[src/hdl/cfa_regs.vh]
`ifndef CFA_REGS_VH
`define CFA_REGS_VH
// Register byte offsets.
`define CFA_OPER_OFS    8'h00
`define CFA_CMD_OFS     8'h04
`define CFA_FLAGS_OFS   8'h08
`define CFA_INSN_OFS    8'h0C
`define CFA_INDEX_OFS   8'h10
`define CFA_PC_OFS      8'h14
`define CFA_ACTL_OFS    8'h18
`define CFA_EA_OFS      8'h1C
`define CFA_CYC_OFS     8'h20
`define CFA_RES_OFS     8'h24
// Flag bit positions.
`define CFA_F_S 7
`define CFA_F_X 6
`define CFA_F_H 5
`define CFA_F_I 4
`define CFA_F_N 3
`define CFA_F_Z 2
`define CFA_F_V 1
`define CFA_F_C 0
`define CFA_FLAGS_RST   8'hD0
// Command codes.
`define CFA_OP_ADD      4'h0
`define CFA_OP_ADC      4'h1
`define CFA_OP_SUB      4'h2
`define CFA_OP_SBC      4'h3
`define CFA_OP_AND      4'h4
`define CFA_OP_ORA      4'h5
`define CFA_OP_EOR      4'h6
`define CFA_OP_LSL      4'h7
`define CFA_OP_LSR      4'h8
`define CFA_OP_ASR      4'h9
`define CFA_OP_ROL      4'hA
`define CFA_OP_ROR      4'hB
`define CFA_OP_SUMACC   4'hC
`define CFA_OP_TAP      4'hD
`define CFA_OP_RETURN   4'hE
`define CFA_OP_STOP     4'hF
// Addressing modes.
`define CFA_M_IMM       3'h0
`define CFA_M_DIR       3'h1
`define CFA_M_EXT       3'h2
`define CFA_M_IDX       3'h3
`define CFA_M_INH       3'h4
`define CFA_M_REL       3'h5
// Prebytes.
`define CFA_PRE_P2      8'h18
`define CFA_PRE_P3      8'h1A
`define CFA_PRE_P4      8'hCD
// Base E-clock cycles per addressing mode.
`define CFA_CYC_IMM     4'h2
`define CFA_CYC_DIR     4'h3
`define CFA_CYC_EXT     4'h4
`define CFA_CYC_IDX     4'h4
`define CFA_CYC_INH     4'h2
`define CFA_CYC_REL     4'h3
`define CFA_MSRC        2
`endif

[src/hdl/cfa_flag_alu.v]
`timescale 1ns/1ps
`include "cfa_regs.vh"
module cfa_flag_alu (
  input  wire [3:0] op,
  input  wire [7:0] a,
  input  wire [7:0] b,
  input  wire [7:0] flags_in,
  output reg  [7:0] res,
  output reg  [7:0] flags_out
);
  reg [8:0] sum9;
  reg       cin;
  reg       arith;
  reg       is_sub;
  reg       upd;
  always @* begin
    cin = flags_in[`CFA_F_C];
    sum9 = 9'h000;
    arith = 1'b0;
    is_sub = 1'b0;
    upd = 1'b1;
    res = a;
    flags_out = flags_in;
    case (op)
      `CFA_OP_ADD, `CFA_OP_SUMACC: begin
        sum9 = {1'b0, a} + {1'b0, b};
        arith = 1'b1;
      end
      `CFA_OP_ADC: begin
        sum9 = {1'b0, a} + {1'b0, b} + {8'h00, cin};
        arith = 1'b1;
      end
      `CFA_OP_SUB: begin
        sum9 = {1'b0, a} - {1'b0, b};
        arith = 1'b1;
        is_sub = 1'b1;
      end
      `CFA_OP_SBC: begin
        sum9 = {1'b0, a} - {1'b0, b} - {8'h00, cin};
        arith = 1'b1;
        is_sub = 1'b1;
      end
      `CFA_OP_AND: res = a & b;
      `CFA_OP_ORA: res = a | b;
      `CFA_OP_EOR: res = a ^ b;
      `CFA_OP_LSL: res = {a[6:0], 1'b0};
      `CFA_OP_LSR: res = {1'b0, a[7:1]};
      `CFA_OP_ASR: res = {a[7], a[7:1]};
      `CFA_OP_ROL: res = {a[6:0], cin};
      `CFA_OP_ROR: res = {cin, a[7:1]};
      default: upd = 1'b0;
    endcase
    if (arith) begin
      res = sum9[7:0];
      flags_out[`CFA_F_C] = sum9[8];
      if (is_sub) begin
        flags_out[`CFA_F_V] = (a[7] ^ b[7]) & (res[7] ^ a[7]);
      end else begin
        flags_out[`CFA_F_V] = ~(a[7] ^ b[7]) & (res[7] ^ a[7]);
        flags_out[`CFA_F_H] = a[4] ^ b[4] ^ res[4];
      end
    end else if (upd && op >= `CFA_OP_LSL) begin
      flags_out[`CFA_F_C] = (op == `CFA_OP_LSL || op == `CFA_OP_ROL) ? a[7] : a[0];
      flags_out[`CFA_F_V] = res[7] ^ flags_out[`CFA_F_C];
    end else if (upd) begin
      flags_out[`CFA_F_V] = 1'b0;
    end
    if (upd) begin
      flags_out[`CFA_F_Z] = (res == 8'h00);
      flags_out[`CFA_F_N] = res[7];
    end
  end
endmodule

[src/hdl/cfa_ea_gen.v]
`timescale 1ns/1ps
`include "cfa_regs.vh"
module cfa_ea_gen (
  input  wire [31:0] insn,
  input  wire [15:0] pc,
  input  wire [15:0] ix,
  input  wire [15:0] iy,
  input  wire [2:0]  mode,
  input  wire        use_y,
  input  wire        wide,
  input  wire        taken,
  output reg  [15:0] ea,
  output reg  [15:0] next_pc,
  output reg  [1:0]  page,
  output reg  [2:0]  len,
  output reg         mem_ref,
  output reg  [3:0]  cycles
);
  wire       pre = (insn[7:0] == `CFA_PRE_P2) || (insn[7:0] == `CFA_PRE_P3) ||
                   (insn[7:0] == `CFA_PRE_P4);
  wire [7:0] ob1 = pre ? insn[23:16] : insn[15:8];
  wire [7:0] ob2 = pre ? insn[31:24] : insn[23:16];
  wire [2:0] pl  = {2'b00, pre};
  always @* begin
    page = 2'd0;
    if (insn[7:0] == `CFA_PRE_P2) page = 2'd1;
    if (insn[7:0] == `CFA_PRE_P3) page = 2'd2;
    if (insn[7:0] == `CFA_PRE_P4) page = 2'd3;
    mem_ref = 1'b1;
    ea = 16'h0000;
    len = 3'd2 + pl;
    cycles = `CFA_CYC_INH;
    case (mode)
      `CFA_M_IMM: begin
        ea = pc + {15'h0000, pre} + 16'h0001;
        len = (wide ? 3'd3 : 3'd2) + pl;
        cycles = `CFA_CYC_IMM + {3'b000, wide};
      end
      `CFA_M_DIR: begin
        ea = {8'h00, ob1};
        cycles = `CFA_CYC_DIR;
      end
      `CFA_M_EXT: begin
        ea = {ob1, ob2};
        len = 3'd3 + pl;
        cycles = `CFA_CYC_EXT;
      end
      `CFA_M_IDX: begin
        ea = (use_y ? iy : ix) + {8'h00, ob1};
        cycles = `CFA_CYC_IDX;
      end
      `CFA_M_REL: begin
        ea = pc + {13'h0000, len} + {{8{ob1[7]}}, ob1};
        mem_ref = 1'b0;
        cycles = `CFA_CYC_REL;
      end
      default: begin
        len = 3'd1 + pl;
        mem_ref = 1'b0;
      end
    endcase
    cycles = cycles + {3'b000, pre};
    next_pc = pc + {13'h0000, len};
    if (mode == `CFA_M_REL && taken) next_pc = ea;
  end
endmodule

[src/hdl/cfa_core.v]
// Operation
// - Carry is set by a carry or borrow out of the ALU and is also updated by shifts and rotates.
// - Overflow is set on two's complement overflow and cleared otherwise; shifts and rotates instead load it with N xor C.
// - Zero is set when an arithmetic, logic or data result is zero and cleared otherwise.
// - Negative follows the most significant bit of the result.
// - While the maskable mask bit is one every maskable source is blocked.
// - Half carry records a carry from bit 3 into bit 4 on the add family only.
// - The nonmaskable mask is set only by reset or acknowledge, cleared only by TAP or return.
// - With stop disable set the stop command does nothing; clear, it stops.
// - Immediate operands follow the opcode and are as wide as the target register.
// - Direct mode forms the address from one byte with a zero high byte.
// - Extended mode takes a full 16-bit address from the two bytes after the opcode.
// - Indexed mode adds an unsigned 8-bit offset to the X or Y index register.
// - Inherent instructions use registers only and make no memory reference.
// - A taken branch adds the sign-extended offset to the program counter.
// - No prebyte is page 1; 18, 1A and CD select pages 2, 3 and 4.
// - Each mode has one base cycle count in E-clock cycles; a 16-bit immediate and a prebyte each add one cycle.
`timescale 1ns/1ps
`include "cfa_regs.vh"
module cfa_core (
  input  wire                 ref_clk,
  input  wire                 reset,
  input  wire                 psel,
  input  wire                 penable,
  input  wire                 pwrite,
  input  wire [7:0]           paddr,
  input  wire [31:0]          pwdata,
  output reg  [31:0]          prdata,
  output reg                  pready,
  output reg                  pslverr,
  input  wire                 nonmaskable_request_pin_n,
  input  wire [`CFA_MSRC-1:0] maskable_req,
  output wire [`CFA_MSRC-1:0] maskable_ack,
  output wire                 nonmaskable_ack,
  output reg                  stop_enter,
  output reg  [7:0]           flags_register
);

////////////////////////////////////////////////////////////////////////////////

  localparam ST_IDLE   = 3'b001;
  localparam ST_DECODE = 3'b010;
  localparam ST_LATCH  = 3'b100;

  reg  [15:0] oper_q;
  reg  [7:0]  res_q;
  reg  [31:0] insn_q;
  reg  [15:0] ix_q;
  reg  [15:0] iy_q;
  reg  [15:0] pc_q;
  reg  [8:0]  actl_q;
  reg  [15:0] ea_q;
  reg  [1:0]  page_q;
  reg  [2:0]  len_q;
  reg         mref_q;
  reg  [3:0]  cyc_last_q;
  reg  [15:0] cyc_sum_q;
  reg         stop_nop_q;
  reg  [3:0]  last_op_q;
  reg  [2:0]  state_q;
  reg  [2:0]  state_d;
  reg  [7:0]  flags_d;
  reg         taken;
  reg  [31:0] rd_mux;
  reg         rd_ok;

  wire        setup   = psel & ~penable;
  wire        wr_en   = psel & penable & pwrite & pready;
  wire [3:0]  cmd_op  = pwdata[3:0];
  wire        cmd_go  = wr_en && paddr == `CFA_CMD_OFS;
  wire        insn_wr = wr_en && paddr == `CFA_INSN_OFS;
  wire [7:0]  alu_res;
  wire [7:0]  alu_flags;
  wire [15:0] ea_w;
  wire [15:0] npc_w;
  wire [1:0]  page_w;
  wire [2:0]  len_w;
  wire        mref_w;
  wire [3:0]  cyc_w;
  wire [`CFA_MSRC-1:0] msk_pend;
  wire [`CFA_MSRC-1:0] lower_pend;

////////////////////////////////////////////////////////////////////////////////
// Flag arithmetic and address generation.

  cfa_flag_alu u_alu (
    .op        (cmd_op),
    .a         (oper_q[7:0]),
    .b         (oper_q[15:8]),
    .flags_in  (flags_register),
    .res       (alu_res),
    .flags_out (alu_flags)
  );

  cfa_ea_gen u_ea (
    .insn    (insn_q),
    .pc      (pc_q),
    .ix      (ix_q),
    .iy      (iy_q),
    .mode    (actl_q[2:0]),
    .use_y   (actl_q[3]),
    .wide    (actl_q[4]),
    .taken   (taken),
    .ea      (ea_w),
    .next_pc (npc_w),
    .page    (page_w),
    .len     (len_w),
    .mem_ref (mref_w),
    .cycles  (cyc_w)
  );

////////////////////////////////////////////////////////////////////////////////
// Branch condition against the current flags.

  always @* begin
    // Codes come in pairs; the odd code of a pair branches on the opposite outcome.
    case (actl_q[8:5])
      4'h0: taken = 1'b1;
      4'h1: taken = 1'b0;
      4'h2: taken = ~flags_register[`CFA_F_C];
      4'h3: taken = flags_register[`CFA_F_C];
      4'h4: taken = ~flags_register[`CFA_F_Z];
      4'h5: taken = flags_register[`CFA_F_Z];
      4'h6: taken = ~flags_register[`CFA_F_N];
      4'h7: taken = flags_register[`CFA_F_N];
      4'h8: taken = ~flags_register[`CFA_F_V];
      4'h9: taken = flags_register[`CFA_F_V];
      4'hA: taken = ~(flags_register[`CFA_F_N] ^ flags_register[`CFA_F_V]);
      4'hB: taken = flags_register[`CFA_F_N] ^ flags_register[`CFA_F_V];
      4'hC: taken = ~(flags_register[`CFA_F_Z] |
                      (flags_register[`CFA_F_N] ^ flags_register[`CFA_F_V]));
      4'hD: taken = flags_register[`CFA_F_Z] |
                    (flags_register[`CFA_F_N] ^ flags_register[`CFA_F_V]);
      4'hE: taken = ~(flags_register[`CFA_F_C] | flags_register[`CFA_F_Z]);
      default: taken = flags_register[`CFA_F_C] | flags_register[`CFA_F_Z];
    endcase
  end

////////////////////////////////////////////////////////////////////////////////
// Interrupt gating; source 0 has the highest priority.

  assign nonmaskable_ack = ~nonmaskable_request_pin_n & ~flags_register[`CFA_F_X];

  genvar gi;
  generate
    for (gi = 0; gi < `CFA_MSRC; gi = gi + 1) begin : g_msk
      assign msk_pend[gi] = maskable_req[gi] & ~flags_register[`CFA_F_I];
      if (gi == 0) begin : g_first
        assign lower_pend[gi] = 1'b0;
      end else begin : g_rest
        assign lower_pend[gi] = lower_pend[gi-1] | msk_pend[gi-1];
      end
      // The nonmaskable acknowledge pre-empts any maskable one in the same cycle.
      assign maskable_ack[gi] = msk_pend[gi] & ~lower_pend[gi] & ~nonmaskable_ack;
    end
  endgenerate

////////////////////////////////////////////////////////////////////////////////
// Flag register next value; hardware sets win over software clears.

  always @* begin
    flags_d = flags_register;
    if (cmd_go) begin
      case (cmd_op)
        `CFA_OP_TAP, `CFA_OP_RETURN: begin
          flags_d = pwdata[15:8];
          // Software may clear the nonmaskable mask but can never set it again.
          flags_d[`CFA_F_X] = flags_register[`CFA_F_X] & pwdata[8+`CFA_F_X];
        end
        `CFA_OP_STOP: flags_d = flags_register;
        default: flags_d = alu_flags;
      endcase
    end
    if (|maskable_ack) begin
      flags_d[`CFA_F_I] = 1'b1;
    end
    if (nonmaskable_ack) begin
      flags_d[`CFA_F_X] = 1'b1;
      flags_d[`CFA_F_I] = 1'b1;
    end
  end

  always @(posedge ref_clk or posedge reset) begin
    if (reset) begin
      flags_register <= `CFA_FLAGS_RST;
    end else begin
      flags_register <= flags_d;
    end
  end

////////////////////////////////////////////////////////////////////////////////
// Command side effects: stop request, status and result capture.

  // The stop pulse lasts one clock; a disabled stop only leaves a trace in the status.
  always @(posedge ref_clk or posedge reset) begin
    if (reset) begin
      res_q <= 8'h00;
      stop_enter <= 1'b0;
      stop_nop_q <= 1'b0;
      last_op_q <= 4'h0;
    end else begin
      stop_enter <= 1'b0;
      if (cmd_go) begin
        last_op_q <= cmd_op;
        if (cmd_op == `CFA_OP_STOP) begin
          stop_enter <= ~flags_register[`CFA_F_S];
          stop_nop_q <= flags_register[`CFA_F_S];
        end else if (cmd_op != `CFA_OP_TAP && cmd_op != `CFA_OP_RETURN) begin
          res_q <= alu_res;
        end
      end
    end
  end

////////////////////////////////////////////////////////////////////////////////
// Instruction decode sequence.

  always @* begin
    case (state_q)
      ST_IDLE:   state_d = insn_wr ? ST_DECODE : ST_IDLE;
      ST_DECODE: state_d = ST_LATCH;
      // A new instruction write while results latch restarts the decode at once.
      ST_LATCH:  state_d = insn_wr ? ST_DECODE : ST_IDLE;
      default:   state_d = ST_IDLE;
    endcase
  end

  always @(posedge ref_clk or posedge reset) begin
    if (reset) begin
      state_q <= ST_IDLE;
      ea_q <= 16'h0000;
      page_q <= 2'd0;
      len_q <= 3'd0;
      mref_q <= 1'b0;
      cyc_last_q <= 4'h0;
    end else begin
      state_q <= state_d;
      // Results latch one clock after the instruction write and hold until the next decode.
      if (state_q == ST_DECODE) begin
        ea_q <= ea_w;
        page_q <= page_w;
        len_q <= len_w;
        mref_q <= mref_w;
        cyc_last_q <= cyc_w;
      end
    end
  end

////////////////////////////////////////////////////////////////////////////////
// Running cycle total.

  // A decode in the same cycle as a clearing write takes precedence over the clear.
  always @(posedge ref_clk or posedge reset) begin
    if (reset) begin
      cyc_sum_q <= 16'h0000;
    end else if (state_q == ST_DECODE) begin
      cyc_sum_q <= cyc_sum_q + {12'h000, cyc_w};
    end else if (wr_en && paddr == `CFA_CYC_OFS) begin
      cyc_sum_q <= 16'h0000;
    end
  end

////////////////////////////////////////////////////////////////////////////////
// Register writes.

  always @(posedge ref_clk or posedge reset) begin
    if (reset) begin
      oper_q <= 16'h0000;
      insn_q <= 32'h00000000;
      ix_q <= 16'h0000;
      iy_q <= 16'h0000;
      actl_q <= 9'h000;
    end else begin
      if (wr_en) begin
        case (paddr)
          `CFA_OPER_OFS:  oper_q <= pwdata[15:0];
          `CFA_INSN_OFS:  insn_q <= pwdata;
          `CFA_INDEX_OFS: begin
            ix_q <= pwdata[15:0];
            iy_q <= pwdata[31:16];
          end
          `CFA_ACTL_OFS:  actl_q <= pwdata[8:0];
          default: oper_q <= oper_q;
        endcase
      end
    end
  end

////////////////////////////////////////////////////////////////////////////////
// Program counter: software loads it, each decode advances it.

  // A decode and a software load in one cycle cannot both apply; the decode wins.
  always @(posedge ref_clk or posedge reset) begin
    if (reset) begin
      pc_q <= 16'h0000;
    end else if (state_q == ST_DECODE) begin
      pc_q <= npc_w;
    end else if (wr_en && paddr == `CFA_PC_OFS) begin
      pc_q <= pwdata[15:0];
    end
  end

////////////////////////////////////////////////////////////////////////////////
// APB read mux and zero-wait answer.

  always @* begin
    // Reserved bits read as zero and an unmapped offset answers with an error.
    rd_ok = 1'b1;
    case (paddr)
      `CFA_OPER_OFS:  rd_mux = {16'h0000, oper_q};
      `CFA_CMD_OFS:   rd_mux = {23'h000000, stop_nop_q, state_q == ST_IDLE, 3'b000,
                                last_op_q};
      `CFA_FLAGS_OFS: rd_mux = {24'h000000, flags_register};
      `CFA_INSN_OFS:  rd_mux = insn_q;
      `CFA_INDEX_OFS: rd_mux = {iy_q, ix_q};
      `CFA_PC_OFS:    rd_mux = {16'h0000, pc_q};
      `CFA_ACTL_OFS:  rd_mux = {22'h000000, taken, actl_q};
      `CFA_EA_OFS:    rd_mux = {4'h0, cyc_last_q, 2'b00, mref_q, len_q, page_q, ea_q};
      `CFA_CYC_OFS:   rd_mux = {16'h0000, cyc_sum_q};
      `CFA_RES_OFS:   rd_mux = {24'h000000, res_q};
      default: begin
        rd_mux = 32'h00000000;
        rd_ok = 1'b0;
      end
    endcase
  end

  always @(posedge ref_clk or posedge reset) begin
    if (reset) begin
      prdata <= 32'h00000000;
      pready <= 1'b0;
      pslverr <= 1'b0;
    end else begin
      // Zero wait states: every setup cycle is answered in the very next cycle.
      pready <= setup;
      pslverr <= setup & ~rd_ok;
      if (setup) begin
        prdata <= pwrite ? 32'h00000000 : rd_mux;
      end
    end
  end

endmodule

[config.mk]
export PLATFORM = sky130hd
export DESIGN_NAME = cfa_core
export DESIGN_NICKNAME = d
export VERILOG_FILES = /design/src/hdl/cfa_flag_alu.v /design/src/hdl/cfa_ea_gen.v /design/src/hdl/cfa_core.v
export VERILOG_INCLUDE_DIRS = /design/src /design/src/hdl
export SDC_FILE = /design/constraint.sdc
export NUM_CORES = 1
export LEC_CHECK = 0
export ABC_AREA = 0
export BUFFER_PORTS_ARGS = -buffer_cell sky130_fd_sc_hd__buf_2
export CAP_MARGIN = 10
export CORE_MARGIN = 2
export CORE_UTILIZATION = 55
export CTS_CLUSTER_SIZE = 10
export DETAILED_ROUTE_END_ITERATION = 12
export GPL_TIMING_DRIVEN = 0
export MAX_ROUTING_LAYER = met4
export PLACE_DENSITY = 0.76
export SETUP_SLACK_MARGIN = 0.4
export SYNTH_ARGS = -nofsm -noshare
export SYNTH_HDL_FRONTEND = slang
export SYNTH_SLANG_ARGS = --single-unit
[constraint.sdc]
create_clock -name ref_clk -period 8.3 [get_ports ref_clk]
set_input_delay 2.49 -clock ref_clk [delete_from_list [all_inputs] [get_ports ref_clk]]
set_output_delay 2.49 -clock ref_clk [all_outputs]
set_load 0.005 [all_outputs]
==> run metrics, run 1 <==
status=finished, final reports clean; Nets=1889; mapped cell area=14900 um2; Mapped Cells=1634; kind of critical path=in -> out; antenna-violating nets left=0; endpoints failing hold=0; ys flop type=dfrtp_1; vias in the first global route=13700; Setup TNS=0 ns; Crit Path Max Fanout=3; LEAKAGE=7.54 nW; via/cell ratio=6.82; Post-synth EDFFs=0; post-synthesis mux area share=0.111; crit start category=input port; worst path bufs/invs=2; relative slew slack=0.169; initial antenna violation count=1; Post-Syn Area per Cell=9.10 um2; clk sinks=206; delay-heaviest family, CP=simple AND/OR/NAND/NOR gates; crit-path most repeated cell=buf_2; Buffers on Ports=92; #FFs+latches synth=206; FP Rows=60; via count=14500; Cell variety after synth=93; PD cells=133 nW/um2; TritonCTS clock tree=done; maxcap violations=0; simple-gate share of the synthesized area=0.161; IO Pins=94; XOR/XNOR Fraction of Synth Area=0.0429; root buffer cell=clkbuf_16; hpwl dp=44500 um; cells along the critical path=buf_2 > nor2_1 > nor4b_1 > buf_2; worst stage delay on the critical path=0.24 ns; Initial Util=0.557; clk_lat worst skew=0.54 ns; DR DRC count=0; Clock Skew=0.0180 ns; total CTS buffers=25; CTS Hold Bufs=0; Tightest Pin Transition=1.22 ns; final worst path period share=0.667; DRT iter0 DRCs=1754; Net Count, Synth=1764; synth warn=0; CORE AREA=26700 um2; Post-Route WL=56900 um; drt first pass iters=6; sequential element share of the synthesized area=0.347; post-synthesis compound-gate area fraction=0.218; largest family of logic cells by synthesized area=compound AO/OA/AOI/OAI gates; post-CTS setup buffers=0; achievable frequency=0.181 GHz; adder-cell share of the synthesized area=0.0725; Max Buffers Root-to-Sink=3; Worst Path Arrival=3.05 ns; drt wl/cell=26.8 um; hold slack final=0.472 ns; die width=168 um; GP Congestion=1.08; cell at the slowest stage of the critical path=nor4b_1; GRT Util Overall=0.411; DIE HEIGHT=168 um; crit end category=output port; worst path required time=5.81 ns; Synth-to-Final Area Change=11.8%; RSZ-0062 raised after global routing=false; Hold Crit Class=reg -> reg; H-tree depth=1; share of layout cells above drive strength 1=0.175; first-pass GRT wire length=85100 um; met3 Track Usage GR=0.0772; Reg clk slew, reported paths=0.05 ns; Setup Viol. Count Final=0; min cycle time layout=5.54 ns; PostCTS Resize Cnt=0; Die Area=28400 um2; FFs w/ async S/R, synth=1.00; VDD IR-drop max=0.152 mV; layer with the highest usage=met2; met2 Usage GRT=0.621; Remaining Overflow, GRT=0; Slew Limit Fails=0; met1 Use GR=0.505; largest net degree at the start of global routing=45
## per-layer routing
layer  vias up  wire, um
met5         -         0
met4         0      4660
met3       258      5900
met2       909     25200
met1      7018     21100
li1       6286         -
## path summary, 6_finish.rpt
kind | startpoint | endpoint | slack (ns) | depth (start not counted)
max in group asynchronous | reset | state_q[0] | 5.15 | 5
min in group asynchronous | reset | cyc_sum_q[14] | 1.96 | 2
worst min register to register | prdata[15] | prdata[15] | 0.47 | 2
worst max-delay path | nonmaskable_request_pin_n | maskable_ack[1] | 2.76 | 4
worst min-delay path | prdata[15] | prdata[15] | 0.47 | 2
worst max register to register | insn_q[0] | pc_q[7] | 2.98 | 19
## Yosys cell counts, types with 37 or more instances
cell | instances | area [um2]
dfrtp_1 | 202 | 5050
nand2_1 | 184 | 691
o21ai_0 | 137 | 686
mux2_2 | 102 | 1150
nor2_1 | 88 | 330
ha_1 | 75 | 938
clkbuf_1 | 62 | 233
a21oi_1 | 60 | 300
inv_1 | 60 | 225
mux2i_1 | 48 | 480
xnor2_1 | 40 | 350
nand3_1 | 38 | 190
a22oi_1 | 37 | 278
## power by group
part | switching (mW) | leakage [nW] | internal [mW]
sequential | 0.0108 | 2.76 | 1.01
clock | 0.431 | 0.363 | 0.596
combinational | 0.114 | 4.42 | 0.0559
## final cells by class
| type | instances | area [um2] |
|---|---|---|
| sequential | 206 | 5160 |
| clock buffer | 44 | 737 |
| antenna | 2 | 5.00 |
| tap | 341 | 427 |
| multi-input combinational | 1260 | 9010 |
| timing repair buffer | 98 | 568 |
| fill | 2355 | 10100 |
| buffer | 105 | 472 |
| clock inverter | 2 | 13.8 |
| inverter | 63 | 240 |
## registers in the layout (all words and copies together), names as in the netlist
| register | cells |
|---|---|
| insn_q | 32 |
| prdata | 32 |
| cyc_sum_q | 16 |
| ea_q | 16 |
| ix_q | 16 |
| iy_q | 16 |
| oper_q | 16 |
| pc_q | 16 |
| actl_q | 9 |
| flags_register | 8 |
| res_q | 8 |
| cyc_last_q | 4 |
| last_op_q | 4 |
| len_q | 3 |
| state_q | 3 |
| page_q | 2 |
| mref_q | 1 |
| pready | 1 |
| pslverr | 1 |
| stop_enter | 1 |
| stop_nop_q | 1 |
## cell usage in the layout, fill, tap and decap left out, types with 14 or more instances in the layout
cell	n
clkbuf_1	77
mux2_2	102
xor2_1	31
a21o_1	14
o21ai_0	137
nand2b_1	18
a21oi_1	60
a211oi_1	20
inv_1	59
buf_2	115
o22ai_1	17
ha_1	75
mux2i_1	48
nand3_1	38
dfrtp_1	202
nor2b_1	23
nor3_1	32
o211ai_1	20
clkbuf_16	25
a22oi_1	37
a222oi_1	18
nand4_1	15
nand2_1	184
a31oi_1	15
nor2_1	88
a221oi_1	21
xnor2_1	40
## cells by family after synthesis
group / after synthesis
fa+ha+maj: 82
mux: 151
buf+inv: 168
simple gates: 485
other cells: 1
compound gates: 469
xor+xnor: 72
flops: 206
## per-stage QoR
step	cell area [um2]	cells	util	setup slack, ns	power (mW)
2_1_floorplan	14900	1634	-	2.97	1.13
3_5_place_dp	15900	2072	0.594	2.79	1.20
6_report	16600	2121	0.622	2.76	2.22
4_1_cts	16600	2118	0.622	2.78	2.21
3_3_place_gp	15800	2067	0.590	1.91	1.20
5_1_grt	16600	2120	0.622	2.62	2.27
## worst reg2reg max path, cell delays in order, from the launching register on
cell,delay (ns)
dfrtp_1,0.51
nand2_1,0.11
nor4_1,0.36
o21ai_2,0.20
inv_2,0.16
buf_4,0.23
mux2i_1,0.43
ha_1,0.31
inv_1,0.06
ha_1,0.23
inv_1,0.09
fa_1,0.45
nor2b_1,0.13
o21ai_0,0.09
a21boi_1,0.31
o21a_1,0.16
nor2_1,0.05
xnor2_1,0.13
a2111oi_0,0.91
a221oi_1,0.25
(Power assumes the default switching activity.)
==> inputs of run 2 (changes only) <==
- ABC_AREA: 0 -> 1
- PLACE_DENSITY: 0.76 -> 0.73
- clock period: 8.3 -> 5.3 ns (I/O delays scaled with it)
==> run metrics, run 2 <==
FFs w/ async S/R, synth=1.00 (unchanged); met2 Usage GRT=0.652 (+0.0308); Synth-to-Final Area Change=12.1%; via/cell ratio=6.14 (-10%); Remaining Overflow, GRT=0 (unchanged); Max Buffers Root-to-Sink=3 (unchanged); mapped cell area=14800 um2 (-0.81%); fillers=2459 (+4.4%); DRT iter0 DRCs=2197 (+25%); antenna-violating nets left=0 (unchanged); CP Launch Point=insn_q[1]; GRT Util Overall=0.423 (+0.0126); vias in the first global route=15200 (+11%); count leader, synth=nand2_1; largest net degree at the start of global routing=41 (-8.9%); area leader, netlist=dfrtp_1; IO Pins=94 (unchanged); Post-Syn Area per Cell=6.95 um2 (-24%); GP Congestion=1.03 (-4.1%); Regs by FF count=insn_q (32), prdata (32); hpwl dp=46200 um (+3.8%); Initial Util=0.563 (+0.00645); crit end category=register; Crit Path Max Fanout=10 (+7); die width=168 um (-0.39%); Setup Viol. Count Final=0 (unchanged); maxcap violations=0 (unchanged); share of layout cells above drive strength 1=0.0944 (-0.0805); DIE HEIGHT=168 um (-0.39%); status=finished, final reports clean; DP Cell Count=2558 (+23%); Reg area=5160 um2 (unchanged); Nets=2380 (+26%); Placed Area=15800 um2 (-0.65%); H-tree depth=1 (unchanged); crit start category=register; Reg clk slew, reported paths=0.06 ns (about the same); design area=16500 um2 (-0.53%); Post-Route WL=58000 um (+2.0%); Setup TNS=0 ns (unchanged); Post-synth EDFFs=0 (unchanged); relative slew slack=0.204 (+0.0353); drt wl/cell=22.3 um (-17%); FP Rows=59 (-1.7%); DR DRC count=0 (unchanged); final worst path period share=0.854; kind of critical path=reg -> reg; ys flop type=dfrtp_1; Hold Crit Class=reg -> reg; most frequent cells in the layout=551 x nand2_1, 281 x inv_1, 234 x o21ai_0; initial antenna violation count=2 (+1); post-CTS setup buffers=0 (unchanged); multi-input logic area=8190 um2 (-9.1%); Mapped Cells=2124 (+30%); VDD IR-drop max=0.242 mV (+59%); RSZ-0062 raised after global routing=false; Net Count, Synth=2254 (+28%); TritonCTS clock tree=done; min cycle time layout=4.53 ns; drt first pass iters=7 (+1); CTS Hold Bufs=0 (unchanged); PD cells=212 nW/um2 (+59%); synth warn=0 (unchanged); #FFs+latches synth=206 (unchanged); met1 Use GR=0.540 (+0.0344); HP Start=prdata[8]; top cells by area, synth=dfrtp_1 34%, nand2_1 14%, o21ai_0 7.9%, inv_1 7.2%, ha_1 6.4%; Worst R2R Start=insn_q[1]; LEAKAGE=8.26 nW (+9.5%); root buffer cell=clkbuf_16; via count=16000 (+11%); commonest non-fill, non-tap cell in the layout=nand2_1; Clock Skew=0.0272 ns (+0.00915 ns); Worst Path Arrival=4.94 ns (+1.89 ns); achievable frequency=0.221 GHz; Tightest Pin Transition=1.16 ns (-0.0515 ns); fin cells=2605 (+23%); PostCTS Resize Cnt=0 (unchanged); CORE AREA=26200 um2 (-1.9%); first-pass GRT wire length=88400 um (+3.9%); clk_lat worst skew=0.56 ns (+0.02 ns); commonest cells in the netlist=551 x nand2_1, 282 x inv_1, 234 x o21ai_0, 202 x dfrtp_1, 169 x nor2_1; worst path required time=5.72 ns (-0.09 ns); Buffers on Ports=93 (+1.1%); endpoints failing hold=0 (unchanged); clk sinks=206 (unchanged); total CTS buffers=25 (unchanged); met3 Track Usage GR=0.0717 (-0.00546); Slew Limit Fails=0 (unchanged); top cell type's share of synthesized area=0.343 (+0.00277); layer with the highest usage=met2; Die Area=28200 um2 (-0.79%); Cell variety after synth=59 (-37%); sequential element share of the synthesized area=0.350 (+0.00282)
==> run 2: worst paths after layout <==
check                             end  slack [ns]  cells past startpoint
max reg2reg                   pc_q[6]        0.77                     20
max in group asynchronous  state_q[0]        3.26                      4
min                         prdata[8]        0.48                      2
max                           pc_q[6]        0.77                     20
min reg2reg                 prdata[8]        0.48                      2
min in group asynchronous     iy_q[5]        1.11                      2
==> run 2: layout make-up <==
| cell class | instances | area share |
|---|---|---|
| diodes | 4 | 0.000605 |
| plain buffers | 67 | 0.0186 |
| clock buffers | 40 | 0.0430 |
| clock inverters | 3 | 0.00333 |
| inverters | 293 | 0.0667 |
| multi-input cells | 1558 | 0.495 |
| flip-flops and latches | 206 | 0.312 |
| well taps | 335 | 0.0253 |
| repair buffers | 99 | 0.0354 |
==> run 2: kinds of logic (layout without fill, tap and decap cells) <==
logic type | Yosys count | after routing | synth area share
other | 1 | 5 | 0.000254
adder cells (fa/ha/maj) | 82 | 82 | 0.0731
AO/OA/AOI/OAI | 497 | 497 | 0.188
flip-flops | 206 | 206 | 0.350
multiplexers | 13 | 13 | 0.00958
AND/OR/NAND/NOR | 942 | 942 | 0.270
buffers and inverters | 360 | 502 | 0.0954
XOR/XNOR | 23 | 23 | 0.0137
==> run 2: routing by layer <==
layer,share of wire,vias to the layer above
met2,0.44,1009
met4,0.063,0
met1,0.38,7469
li1,-,7297
met3,0.11,227
met5,0,-
==> run 2: metrics by stage <==
stage | utilization | hold WS (ns) | power (mW) | setup WS, ns
2_1_floorplan | - | 0.436 | 1.75 | 1.04
3_3_place_gp | 0.597 | 0.455 | 1.84 | -0.317
3_5_place_dp | 0.602 | 0.461 | 1.85 | 0.849
4_1_cts | 0.631 | 0.476 | 3.48 | 0.825
5_1_grt | 0.631 | 0.498 | 3.58 | 0.530
6_report | 0.631 | 0.475 | 3.51 | 0.774
==> run 2: power breakdown <==
part	total [mW]	switching (mW)	internal (mW)	leakage (nW)
clock	1.68	0.714	0.965	0.372
combinational	0.242	0.176	0.0661	5.30
sequential	1.59	0.00688	1.58	2.58
total	3.51	0.897	2.61	8.26
==> run 2: worst max-delay path, stage by stage (launching register included) <==
cell and delay (ns):
dfrtp_1 0.41, inv_1 0.07, nand2_1 0.06, nor2_1 0.04, nand2_1 0.25, nand3_2 0.22, buf_2 0.24, o21ai_0 0.59
ha_1 0.36, ha_1 0.37, nand3_1 0.11, nand3_1 0.17, inv_1 0.08, o21ai_0 0.36, a21oi_1 0.11, o21ai_0 0.14
o21ai_0 0.17, nor2_1 0.20, nand2_1 0.15, o21ai_0 0.20, a21oi_1 0.09
